`src/mdma_regs.svh`:
```
// register map, field positions, reset values and the rule summary for the transfer engine
// Contract
// RULE_01: each transfer first reads the word at the source address, then writes it to the destination address.
// RULE_02: after each completed transfer both addresses step up or down as the control register selects.
// RULE_03: transfers run back to back on the engine's own bus until the transfer counter reaches zero.
// RULE_04: when the counter reaches zero an interrupt is raised if it is enabled.
// RULE_05: under the core-priority policy the core always wins a contended access.
// RULE_06: under the engine-priority policy the engine always wins a contended access.
// RULE_07: under the rotating policy grants alternate, the core taking the first one.
// RULE_08: an optional second channel has its own addresses, counter and priority setting.
// RULE_09: peripheral registers are plain memory locations usable as source or destination.
// RULE_10: the engine drives its own address and data bus, in parallel with the core; the code strobes it only on its arbiter grant, never with the core.
// RULE_11: the counter drops by one per read-write pair and no transfer starts at zero.
// RULE_12: the policy comes from a software field and changes only at a grant boundary.
`ifndef MDMA_REGS_SVH
`define MDMA_REGS_SVH
`define MDMA_OFF_CTRL 12'h000
`define MDMA_OFF_SRC0 12'h004
`define MDMA_OFF_DST0 12'h008
`define MDMA_OFF_CNT0 12'h00c
`define MDMA_OFF_SRC1 12'h010
`define MDMA_OFF_DST1 12'h014
`define MDMA_OFF_CNT1 12'h018
`define MDMA_OFF_STAT 12'h01c
`define MDMA_OFF_MASK 12'h020
`define MDMA_OFF_BUSY 12'h024
`define MDMA_CTRL_START0 0
`define MDMA_CTRL_DEC0 1
`define MDMA_CTRL_START1 2
`define MDMA_CTRL_DEC1 3
`define MDMA_CTRL_POL_LO 4
`define MDMA_CTRL_CH1SEL 6
`define MDMA_CTRL_RST 32'h0000_0000
`define MDMA_MASK_RST 2'h0
`define MDMA_ADDR_W 24
`endif

```
`src/mdma_pkg.sv`:
```
// types shared by the transfer engine modules
package mdma_pkg;
  typedef enum logic [1:0] {
    MDMA_POL_CORE = 2'b00,
    MDMA_POL_ENG = 2'b01,
    MDMA_POL_ROT = 2'b10
  } mdma_pol_t;
  typedef enum logic [1:0] {
    MDMA_IDLE = 2'b00,
    MDMA_READ = 2'b01,
    MDMA_WRITE = 2'b10
  } mdma_state_t;
endpackage

```
`src/mdma_arb_if.sv`:
```
// request and grant bundle between the engine and its bus arbiter
`timescale 1ns/1ps
`default_nettype none
interface mdma_arb_if;
  logic core_req;
  logic eng_req;
  logic core_gnt;
  logic eng_gnt;
  mdma_pkg::mdma_pol_t pol;
  modport arb (input core_req, input eng_req, input pol, output core_gnt, output eng_gnt);
  modport eng (output core_req, output eng_req, output pol, input core_gnt, input eng_gnt);
endinterface
`default_nettype wire

```
`src/mdma_arb.sv`:
```
// shared bus arbiter between core and transfer engine
`timescale 1ns/1ps
`default_nettype none
module mdma_arb (
  // clock and reset
  input wire logic clk,
  input wire logic rstn,
  // requests and grants
  mdma_arb_if.arb a
);
  import mdma_pkg::*;
  logic core_last;
  mdma_pol_t pol_q;
  logic pol_ok;
  wire logic both = a.core_req & a.eng_req;
  // policy latched only when no access is in flight
  assign pol_ok = ~(a.core_req | a.eng_req); // RULE_12
  wire logic rot_core = ~core_last; // RULE_07
  wire logic pick_core = (pol_q == MDMA_POL_CORE) ? 1'b1 : // RULE_05
                         (pol_q == MDMA_POL_ENG) ? 1'b0 : rot_core; // RULE_06
  assign a.core_gnt = a.core_req & (~a.eng_req | pick_core);
  assign a.eng_gnt = a.eng_req & (~a.core_req | ~pick_core);
  always_ff @(posedge clk) begin
    if (!rstn) begin
      pol_q <= MDMA_POL_CORE;
      core_last <= 1'b0;
    end else begin
      if (pol_ok) pol_q <= a.pol; // RULE_12
      if (pol_ok && pol_q != a.pol) core_last <= 1'b0; // RULE_07
      else if (both && pol_q == MDMA_POL_ROT) core_last <= pick_core; // RULE_07
    end
  end
endmodule // mdma_arb
`default_nettype wire

```
`src/mdma_top.sv`:
```
// memory-to-memory transfer engine with apb registers and bus arbiter
`timescale 1ns/1ps
`default_nettype none
`include "mdma_regs.svh"
module mdma_top (
  // clock and reset
  input wire logic clk,
  input wire logic rstn,
  // apb slave
  input wire logic psel,
  input wire logic penable,
  input wire logic pwrite,
  input wire logic [11:0] paddr,
  input wire logic [31:0] pwdata,
  output logic [31:0] prdata,
  output logic pready,
  output logic pslverr,
  // core request to the shared memory port
  input wire logic core_req,
  output logic core_gnt,
  // engine memory bus
  output logic [23:0] mem_addr,
  output logic mem_rd,
  output logic mem_wr,
  output logic [31:0] mem_wdata,
  input wire logic [31:0] mem_rdata,
  input wire logic mem_ack,
  // interrupt
  output logic irq,
  // channel state
  output mdma_pkg::mdma_state_t state_o
);
  import mdma_pkg::*;
  // second channel is built in; software sets its start bit to use it
  logic [31:0] ctrl;
  logic [23:0] src [2];
  logic [23:0] dst [2];
  logic [23:0] cnt [2];
  logic [1:0] stat;
  logic [1:0] mask;
  logic [1:0] run;
  logic cur;
  logic [31:0] data;
  mdma_state_t state;
  mdma_arb_if arb_bus ();

  mdma_arb u_arb (
    .clk(clk),
    .rstn(rstn),
    .a(arb_bus.arb)
  );

  wire logic wr_en = psel & penable & pwrite;
  wire logic rd_en = psel & penable & ~pwrite;
  wire logic hit_ctrl = paddr == `MDMA_OFF_CTRL;
  wire logic hit_src0 = paddr == `MDMA_OFF_SRC0;
  wire logic hit_dst0 = paddr == `MDMA_OFF_DST0;
  wire logic hit_cnt0 = paddr == `MDMA_OFF_CNT0;
  wire logic hit_src1 = paddr == `MDMA_OFF_SRC1;
  wire logic hit_dst1 = paddr == `MDMA_OFF_DST1;
  wire logic hit_cnt1 = paddr == `MDMA_OFF_CNT1;
  wire logic hit_stat = paddr == `MDMA_OFF_STAT;
  wire logic hit_mask = paddr == `MDMA_OFF_MASK;
  wire logic hit_busy = paddr == `MDMA_OFF_BUSY;
  wire logic hit_any = hit_ctrl | hit_src0 | hit_dst0 | hit_cnt0 | hit_src1 | hit_dst1 |
                       hit_cnt1 | hit_stat | hit_mask | hit_busy;
  // unmapped addresses answer with pslverr, reads give zero
  assign pready = 1'b1;
  assign pslverr = psel & penable & ~hit_any;

  wire logic [1:0] dec = {ctrl[`MDMA_CTRL_DEC1], ctrl[`MDMA_CTRL_DEC0]};
  wire logic [1:0] start = {wr_en & hit_ctrl & pwdata[`MDMA_CTRL_START1],
                            wr_en & hit_ctrl & pwdata[`MDMA_CTRL_START0]};
  // each channel picks its own policy; the active channel's one steers the arbiter
  wire mdma_pol_t pol_ch0 = mdma_pol_t'(ctrl[`MDMA_CTRL_POL_LO +: 2]); // RULE_08
  wire mdma_pol_t pol_ch1 = mdma_pol_t'(ctrl[`MDMA_CTRL_CH1SEL +: 2]); // RULE_08
  // while idle, steer by the channel about to start, so its policy is latched before contention unless the core already requests
  wire logic pol_sel = (state != MDMA_IDLE) ? cur : (can0 ? 1'b0 : (can1 ? 1'b1 : cur));
  assign arb_bus.pol = pol_sel ? pol_ch1 : pol_ch0; // RULE_12
  assign arb_bus.core_req = core_req;
  assign arb_bus.eng_req = state != MDMA_IDLE;
  assign core_gnt = arb_bus.core_gnt;
  wire logic gnt = arb_bus.eng_gnt;

  // engine bus strobes only on the arbiter's engine grant, never alongside a core grant
  assign mem_rd = (state == MDMA_READ) & gnt; // RULE_10
  assign mem_wr = (state == MDMA_WRITE) & gnt; // RULE_10
  // peripherals need no special path: any address is a plain word location
  assign mem_addr = (state == MDMA_WRITE) ? dst[cur] : src[cur]; // RULE_09
  assign mem_wdata = data;
  wire logic rd_done = mem_rd & mem_ack;
  wire logic wr_done = mem_wr & mem_ack;
  wire logic [23:0] next_cnt = cnt[cur] - 24'h000001;
  wire logic last = wr_done & (next_cnt == 24'h000000);
  // pick a channel with nonzero count, channel 0 first
  wire logic can0 = run[0] & (cnt[0] != 24'h000000); // RULE_11
  wire logic can1 = run[1] & (cnt[1] != 24'h000000); // RULE_11
  wire logic [23:0] next_src = dec[cur] ? src[cur] - 24'h000001 : src[cur] + 24'h000001;
  wire logic [23:0] next_dst = dec[cur] ? dst[cur] - 24'h000001 : dst[cur] + 24'h000001;
  wire logic [1:0] done_ev = {last & cur, last & ~cur};
  assign irq = |(stat & mask); // RULE_04
  assign state_o = state;

  always_ff @(posedge clk) begin
    if (!rstn) begin
      ctrl <= `MDMA_CTRL_RST;
      mask <= `MDMA_MASK_RST;
    end else begin
      if (wr_en && hit_ctrl) ctrl <= pwdata & 32'h0000_00fa;
      if (wr_en && hit_mask) mask <= pwdata[1:0];
    end
  end

  // status: set by completion wins over a write-one clear
  always_ff @(posedge clk) begin
    if (!rstn) stat <= 2'h0;
    else stat <= (stat & ~((wr_en && hit_stat) ? pwdata[1:0] : 2'h0)) | done_ev; // RULE_04
  end

  always_ff @(posedge clk) begin
    if (!rstn) begin
      src[0] <= 24'h000000;
      dst[0] <= 24'h000000;
      cnt[0] <= 24'h000000;
      src[1] <= 24'h000000;
      dst[1] <= 24'h000000;
      cnt[1] <= 24'h000000;
    end else if (wr_done) begin
      src[cur] <= next_src; // RULE_02
      dst[cur] <= next_dst; // RULE_02
      cnt[cur] <= next_cnt; // RULE_11
    end else if (wr_en && state == MDMA_IDLE) begin
      // address and count writes are ignored while a channel moves data
      if (hit_src0) src[0] <= pwdata[23:0];
      if (hit_dst0) dst[0] <= pwdata[23:0];
      if (hit_cnt0) cnt[0] <= pwdata[23:0];
      if (hit_src1) src[1] <= pwdata[23:0];
      if (hit_dst1) dst[1] <= pwdata[23:0];
      if (hit_cnt1) cnt[1] <= pwdata[23:0];
    end
  end

  always_ff @(posedge clk) begin
    if (!rstn) begin
      state <= MDMA_IDLE;
      cur <= 1'b0;
      run <= 2'h0;
      data <= 32'h0000_0000;
    end else begin
      run <= (run | start) & ~done_ev;
      unique case (state)
        MDMA_IDLE: begin
          if (can0) begin
            cur <= 1'b0;
            state <= MDMA_READ; // RULE_11
          end else if (can1) begin
            cur <= 1'b1;
            state <= MDMA_READ; // RULE_11
          end else begin
            run <= start;
          end
        end
        MDMA_READ: begin
          if (rd_done) begin
            data <= mem_rdata; // RULE_01
            state <= MDMA_WRITE; // RULE_01
          end
        end
        MDMA_WRITE: begin
          if (wr_done) state <= last ? MDMA_IDLE : MDMA_READ; // RULE_03
        end
        default: state <= MDMA_IDLE;
      endcase
    end
  end

  wire logic [31:0] rd_mux =
    hit_ctrl ? ctrl :
    hit_src0 ? {8'h00, src[0]} :
    hit_dst0 ? {8'h00, dst[0]} :
    hit_cnt0 ? {8'h00, cnt[0]} :
    hit_src1 ? {8'h00, src[1]} :
    hit_dst1 ? {8'h00, dst[1]} :
    hit_cnt1 ? {8'h00, cnt[1]} :
    hit_stat ? {30'h0, stat} :
    hit_mask ? {30'h0, mask} :
    hit_busy ? {27'h0, cur, run, state} : 32'h0000_0000;
  assign prdata = rd_en ? rd_mux : 32'h0000_0000;
endmodule // mdma_top
`default_nettype wire

```
`config.mk`:
```
export PLATFORM = sky130hd
export DESIGN_NAME = mdma_top
export DESIGN_NICKNAME = d
export VERILOG_FILES = /design/src/mdma_pkg.sv /design/src/mdma_arb_if.sv /design/src/mdma_arb.sv /design/src/mdma_top.sv
export VERILOG_INCLUDE_DIRS = /design/src
export SDC_FILE = /design/constraint.sdc
export NUM_CORES = 1
export LEC_CHECK = 0
export ABC_AREA = 1
export BUFFER_PORTS_ARGS = -buffer_cell sky130_fd_sc_hd__buf_4
export CAP_MARGIN = 20
export CORE_MARGIN = 2
export CORE_UTILIZATION = 30
export CTS_BUF_LIST = sky130_fd_sc_hd__clkbuf_8
export DETAILED_ROUTE_END_ITERATION = 6
export SYNTH_ARGS = -nofsm -noshare
export SYNTH_HDL_FRONTEND = slang
export SYNTH_HIERARCHICAL = 1
export SYNTH_SLANG_ARGS = --single-unit
```
`constraint.sdc`:
```
create_clock -name clk -period 5.1 [get_ports clk]
set_input_delay 0.255 -clock clk [delete_from_list [all_inputs] [get_ports clk]]
set_output_delay 0.255 -clock clk [all_outputs]
set_load 0.05 [all_outputs]
```
==> results.cfg, run 1 <==
[logic_synthesis]
async_flop_share_pct = 0
yosysUniqueCellTypes = 56
ys_ff_latch = 195
synthMuxAreaShare_pct = 0
synth_area_um2 = 14300
yosysMostFrequentCell = nand2_1
synth_top_family_by_area = simple AND/OR/NAND/NOR gates
netlist.area_leader.share_pct = 30.2
synth.area.top_cells = edfxtp_1 (30%), nand2_1 (16%), o21ai_0 (8.3%)
synth_common_cells = nand2_1 (596), o21ai_0 (237), inv_1 (222)
synth-simple-area-share_pct = 30.0
ys_warn_count = 6
yosysSeqAreaShare_pct = 37.3
synth_compound_area_share_pct = 17.4
synthXorXnorAreaFrac_pct = 1.65
synth-adder-area-share_pct = 4.30
synth_top_cell_by_area = edfxtp_1
ys.flop_type = edfxtp_1
syn_inst = 2002
synth_edf_count = 144
syn_area_per_cell_um2 = 7.15

[cells_and_area]
drive_gt1_share_pct = 14.7
fin_cells = 2784
fin_util_pct = 35.4
layout-area-overhead-vs-synth_pct = 17.5
nFillCells = 5032
nets = 2287
antenna_cells = 0

[floorplanning]
row_count = 80
dieArea_um2 = 49500
pin_count = 179
core_um2 = 47400
initial_core_util_pct = 30.2
die_w_um = 222
die_h_um = 222

[timing]
final.min_clock_period_ns = 3.82
drv_slew = 0
setup_viol = 0
slew_headroom_pct = 31.9
worst_pin_slew_ns = 1.02
hold_violations = 0
timing.fmax_mhz = 262
grt_setup_unrepaired = no
fin_crit_sh_pct = 74.8
fin_tns_setup_ns = 0
fin_skew_ns = 0.0244

[worst_setup_path]
ff2ff_setup_slack_ns = 1.28
required_ns = 5.37
cpMaxStageDelayCell = o21ai_4
crit_top_cell = nand2_1
path_class = reg -> reg
arrival_ns = 4.09
endpoint_kind = flop
path_max_fanout = 26
cpPeakStageDelay_ns = 0.74
crit_buf_inv = 1
path_cells = o21ai_4, buf_4, ha_1, a21oi_1, nand2_1, nand2_1, nand2_1, nand2_1, nand2_1, nand2_1, nand2_1, nand3_1, nand2_1, or2_2, nand3_1, o21ai_0
cp_top_family = simple AND/OR/NAND/NOR gates
worstSetupStartpointType = flop

[pwr]
p_leak_nw = 7.30
powerDensity_nw_per_um2 = 193
peakVddDrop_mv = 0.184

[run_status]
status = finished, final reports clean

[global_route]
overflow = 0
grt_pass1_wl_um = 76900
grt_use_total_pct = 20.2
first_global_vias = 13300
grt_max_degree = 51
grt_antenna_before_repair = 0

[placement]
place_inst = 2717
place.gp.congestion = 0.950
place_hpwl_um = 38800
io_buffers = 161

[route]
viasPerCell = 5.17
dr.pass1.iters = 5
drc_errors = 0
postRouteAntennaNets = 0
drt-initial-drc-count = 1367
via_count = 14400
wl_um = 51600
routedWlPerCell_um = 18.5

[clocking]
clk_path_buf_depth = 2
cts_hold_buffers = 33
insertion_delay_ns = 0.54
numCtsBuffers = 17
htreeDepth = 4
cts-root-buf = clkbuf_8
clkSinkCount = 195
clk_pin_slew_ns = 0.11
postCtsSetupRepairBufs = 0
cts-resized-gates = 0
cts_tree = done

[worst_hold_path]
hold_path_class = in -> reg

[job]
maxCapViolCount = 0
[flip-flops by register name (all words and copies together) (netlist names), named ones only]
register and flops:
src 48, stat 2, mask 2, u_arb/pol_q 2, ctrl 6, cur 1, dst 48, state_o 2
mem_wdata 32, run 2, u_arb/core_last 1, cnt 48
[where the power goes]
group | switching, W | internal [W] | total (W) | leakage, nW
logic | 0.000291 | 0.000132 | 0.000424 | 5.21
registers | 0.0000324 | 0.00174 | 0.00177 | 1.90
clock network | 0.000613 | 0.000439 | 0.00105 | 0.197
[cell families after synthesis]
logic type	after synthesis
fa+ha+maj	48
other cells	2
compound gates	439
xor+xnor	27
flops	195
simple gates	977
buf+inv	314
[through the flow]
| stage | worst slack, ns | hold WS, ns | instance area (µm²) | power [W] |
|---|---|---|---|---|
| floorplan | 0.733 | 0.393 | 14300 | 0.00204 |
| global placement | 1.37 | 0.450 | 16100 | 0.00220 |
| detailed placement | 1.34 | 0.455 | 16100 | 0.00220 |
| CTS | 1.33 | 0.00446 | 16800 | 0.00326 |
| global route | 0.986 | 0.0449 | 16800 | 0.00335 |
| finish | 1.28 | 0.0350 | 16800 | 0.00325 |
[cells in the final DEF (no fill, tap or decap), types with 17 or more instances in the layout]
cell / count
ha_1: 46
clkbuf_8: 17
buf_4: 181
nand2_2: 27
o21ai_0: 230
nand2_1: 596
inv_1: 222
or2_2: 18
nand4_1: 18
nor2_1: 94
edfxtp_1: 144
dlygate4sd3_1: 33
a21oi_1: 92
o211ai_1: 19
xor2_1: 22
nand3_1: 149
dfxtp_1: 50
nor2_2: 21
[per-layer routing]
layer | up-vias | routed length [µm] | GRT usage, %
met5 | - | 0 | 0
met4 | 0 | 2090 | 9.27
met3 | 109 | 4160 | 2.74
met2 | 624 | 23800 | 33.0
met1 | 6649 | 21500 | 26.7
li1 | 7015 | - | -
[worst register-to-register path: cells and delay by family (launching register included)]
kind | cells | cell delay [ns]
simple gates | 11 | 1.30
compound gates | 3 | 1.03
flops | 1 | 0.44
buf+inv | 1 | 0.43
fa+ha+maj | 1 | 0.35
[final cells by class]
type	instances	area, µm²	area share [%]
Tap cell	615	769	4.58
Multi-Input combinational cell	1500	7730	46.0
Timing Repair Buffer	216	1730	10.3
Clock inverter	15	155	0.923
Inverter	226	851	5.06
Sequential cell	195	5350	31.8
Clock buffer	17	234	1.39
[worst paths after layout]
check	from	endpoint	cells after the start
max	cur$_SDFFE_PN0N_	src[0][23]$_DFFE_PP_	16
min	pwdata[16]	cnt[0][16]$_DFFE_PP_	3
min reg2reg	mem_wdata[10]$_SDFFE_PN0P_	mem_wdata[10]$_SDFFE_PN0P_	2
max reg2reg	cur$_SDFFE_PN0N_	src[0][23]$_DFFE_PP_	16
Power figures use the tool's default switching activity.
==> inputs of run 2 (changes only) <==
ABC_AREA = 0   (was 1)
clock period = 3.5 ns   (was 5.1 ns; I/O delays follow)
==> run 2 against run 1 <==
- clock-buffer cell count up 1
- combinational power up 23%
- critical path type unchanged
- routed wire length down 7.2%
- largest power group unchanged
- the run now ends with setup timing left
==> results.cfg, run 2 <==
[clocking]
cts_tree = done
numCtsBuffers = 17
insertion_delay_ns = 0.52
clk_path_buf_depth = 2
clkSinkCount = 195
htreeDepth = 4
cts-root-buf = clkbuf_8
clk_pin_slew_ns = 0.11

[logic_synthesis]
yosysSeqAreaShare_pct = 40.5
yosysMostFrequentCell = edfxtp_1
ys_ff_latch = 195
synth_edf_count = 144
ys.flop_type = edfxtp_1
synth_common_cells = edfxtp_1 (144), nand2_1 (140), nor2_1 (138)
syn_area_per_cell_um2 = 9.50
synth_top_cell_by_area = edfxtp_1
ys_warn_count = 6
synth.area.top_cells = edfxtp_1 (33%), a22o_1 (7.9%), dfxtp_1 (7.7%)
async_flop_share_pct = 0
netlist.area_leader.share_pct = 32.8
syn_inst = 1390
yosysUniqueCellTypes = 75
synth_area_um2 = 13200

[route]
postRouteAntennaNets = 0
wl_um = 47900
viasPerCell = 5.55
drt-initial-drc-count = 1315
routedWlPerCell_um = 21.1
drc_errors = 0
via_count = 12600
dr.pass1.iters = 5

[worst_setup_path]
worstSetupStartpointType = flop
arrival_ns = 3.96
required_ns = 3.77
endpoint_kind = flop
path_class = reg -> reg
path_max_fanout = 3

[timing]
worst_slack_ns = -0.187
drv_slew = 0
worst_pin_slew_ns = 0.844
fin_hold_ws_ns = 0.0309
hold_violations = 0
final.min_clock_period_ns = 3.69
slew_headroom_pct = 43.7
fin_crit_sh_pct = 105
setup_viol = 4
timing.fmax_mhz = 271
grt_setup_unrepaired = yes
fin_skew_ns = 0.0160

[floorplanning]
row_count = 76
core_um2 = 43300
initial_core_util_pct = 30.5
pin_count = 179
die_w_um = 214
die_h_um = 214
dieArea_um2 = 45700

[cells_and_area]
nFillCells = 4249
nets = 1795
fin_cells = 2263
multi_input_area_um2 = 7870
regArea_um2 = 5350
final_common_cell = buf_4
drive_gt1_share_pct = 28.0
final_cell_mix = buf_4 (282), edfxtp_1 (144), nand2_1 (139)
top_regs = cnt x48, dst x48, src x48
layout-area-overhead-vs-synth_pct = 30.1
fin_util_pct = 39.7

[placement]
place_hpwl_um = 34500
place.gp.congestion = 0.915
place_inst = 2172
io_buffers = 161

[global_route]
overflow = 0
first_global_vias = 12000
grt_pass1_wl_um = 70500
grt_max_degree = 60
grt_use_total_pct = 20.4
grt_antenna_before_repair = 0

[pwr]
powerDensity_nw_per_um2 = 268
internal_power_w = 0.00333
comb_power_share_pct = 11.3
p_switching_w = 0.00127
p_sw_share_pct = 27.7
peakVddDrop_mv = 0.202
p_seq_share_pct = 55.5
p_leak_nw = 6.71
p_clk_share_pct = 33.2

[job]
maxCapViolCount = 0

[run_status]
violations = setup timing
status = finished with violations

[worst_hold_path]
hold_path_class = in -> reg
-- run 2: cell types whose count changed after synthesis, moves of 43 or more --
cell,previous run,this run
a22o_1,1,119
inv_1,222,17
mux2_2,0,68
nand2_1,596,140
nand3_1,149,15
nor2_1,95,138
o21ai_0,237,70
xnor2_1,5,54
-- run 2: final timing paths --
check,start,end,slack (ns),cells past startpoint
hold / removal,pwdata[17],dst[0][17]$_DFFE_PP_,0.03,2
setup / recovery,cur$_SDFFE_PN0N_,src[0][22]$_DFFE_PP_,-0.19,12
setup reg to reg,cur$_SDFFE_PN0N_,src[0][22]$_DFFE_PP_,-0.19,12
hold reg to reg,mem_wdata[22]$_SDFFE_PN0P_,mem_wdata[22]$_SDFFE_PN0P_,0.46,2
-- run 2: worst max-delay path, stage by stage (launching register included) --
cell and delay, ns:
dfxtp_2 0.37, mux2i_4 0.27, clkinvlp_4 0.18, fa_2 0.40
a21oi_2 0.17, and4b_1 0.23, or4_4 0.56, a211oi_4 0.28
o41ai_2 0.10, a2111o_1 0.40, a31oi_2 0.18, xor2_1 0.21
o21ai_1 0.08
-- run 2: cell families (layout without fill, tap and decap cells) --
kind of cell | count (synthesis) | count (layout) | synth area share, %
AOI/OAI and AO/OA | 440 | 440 | 23.0
and+or+nand+nor | 422 | 422 | 15.1
DFF | 195 | 195 | 40.5
buffers and inverters | 108 | 388 | 3.40
muxes | 97 | 97 | 8.12
xor gates and xnor gates | 78 | 78 | 5.18
adders and majority gates | 48 | 48 | 4.66
other | 2 | 10 | 0.0569
-- run 2: metal layers --
metal,GRT usage (%),routed length [µm]
met1,26.6,19700
met2,33.0,22600
met3,2.83,3280
met4,10.6,2280
met5,0,0
-- run 2: final cells by class --
| cell class | instances | area share (%) |
|---|---|---|
| Antenna cell | 1 | 0.0146 |
| Clock buffer | 18 | 1.44 |
| Sequential cell | 195 | 31.2 |
| Clock inverter | 14 | 0.838 |
| Timing Repair Buffer | 339 | 16.0 |
| Inverter | 17 | 0.394 |
| Multi-Input combinational cell | 1094 | 45.8 |
| Tap cell | 585 | 4.26 |
-- run 2: power by group through the flow --
stage,Clock (W),Combinational (W),Sequential (W)
after floorplan,0,0.000251,0.00259
after global placement,0,0.000453,0.00260
after detailed placement,0,0.000460,0.00260
after CTS,0.00156,0.000508,0.00255
after global routing,0.00164,0.000551,0.00256
final,0.00153,0.000521,0.00255
-- run 2: repair_timing --
action / in CTS / in global routing
setup buffers: 2 / 6
endpoints found under the hold margin: 60 / 0
pin swaps: 7 / 14
gates resized for setup: 19 / 41
endpoints found under the setup margin: 17 / 33
cloned: 1 / 0
hold buffers: 49 / 0
-- run 2: metrics by stage --
stage	worst slack (ns)	cell area [µm²]	power (W)	setup TNS, ns
2_1_floorplan	-0.759	13400	0.00284	-11.49
3_3_place_gp	-0.210	15900	0.00306	-0.654
3_5_place_dp	-0.243	15900	0.00306	-1.03
4_1_cts	-0.206	16900	0.00462	-0.513
5_1_grt	-0.345	17200	0.00475	-1.68
6_report	-0.187	17200	0.00460	-0.486
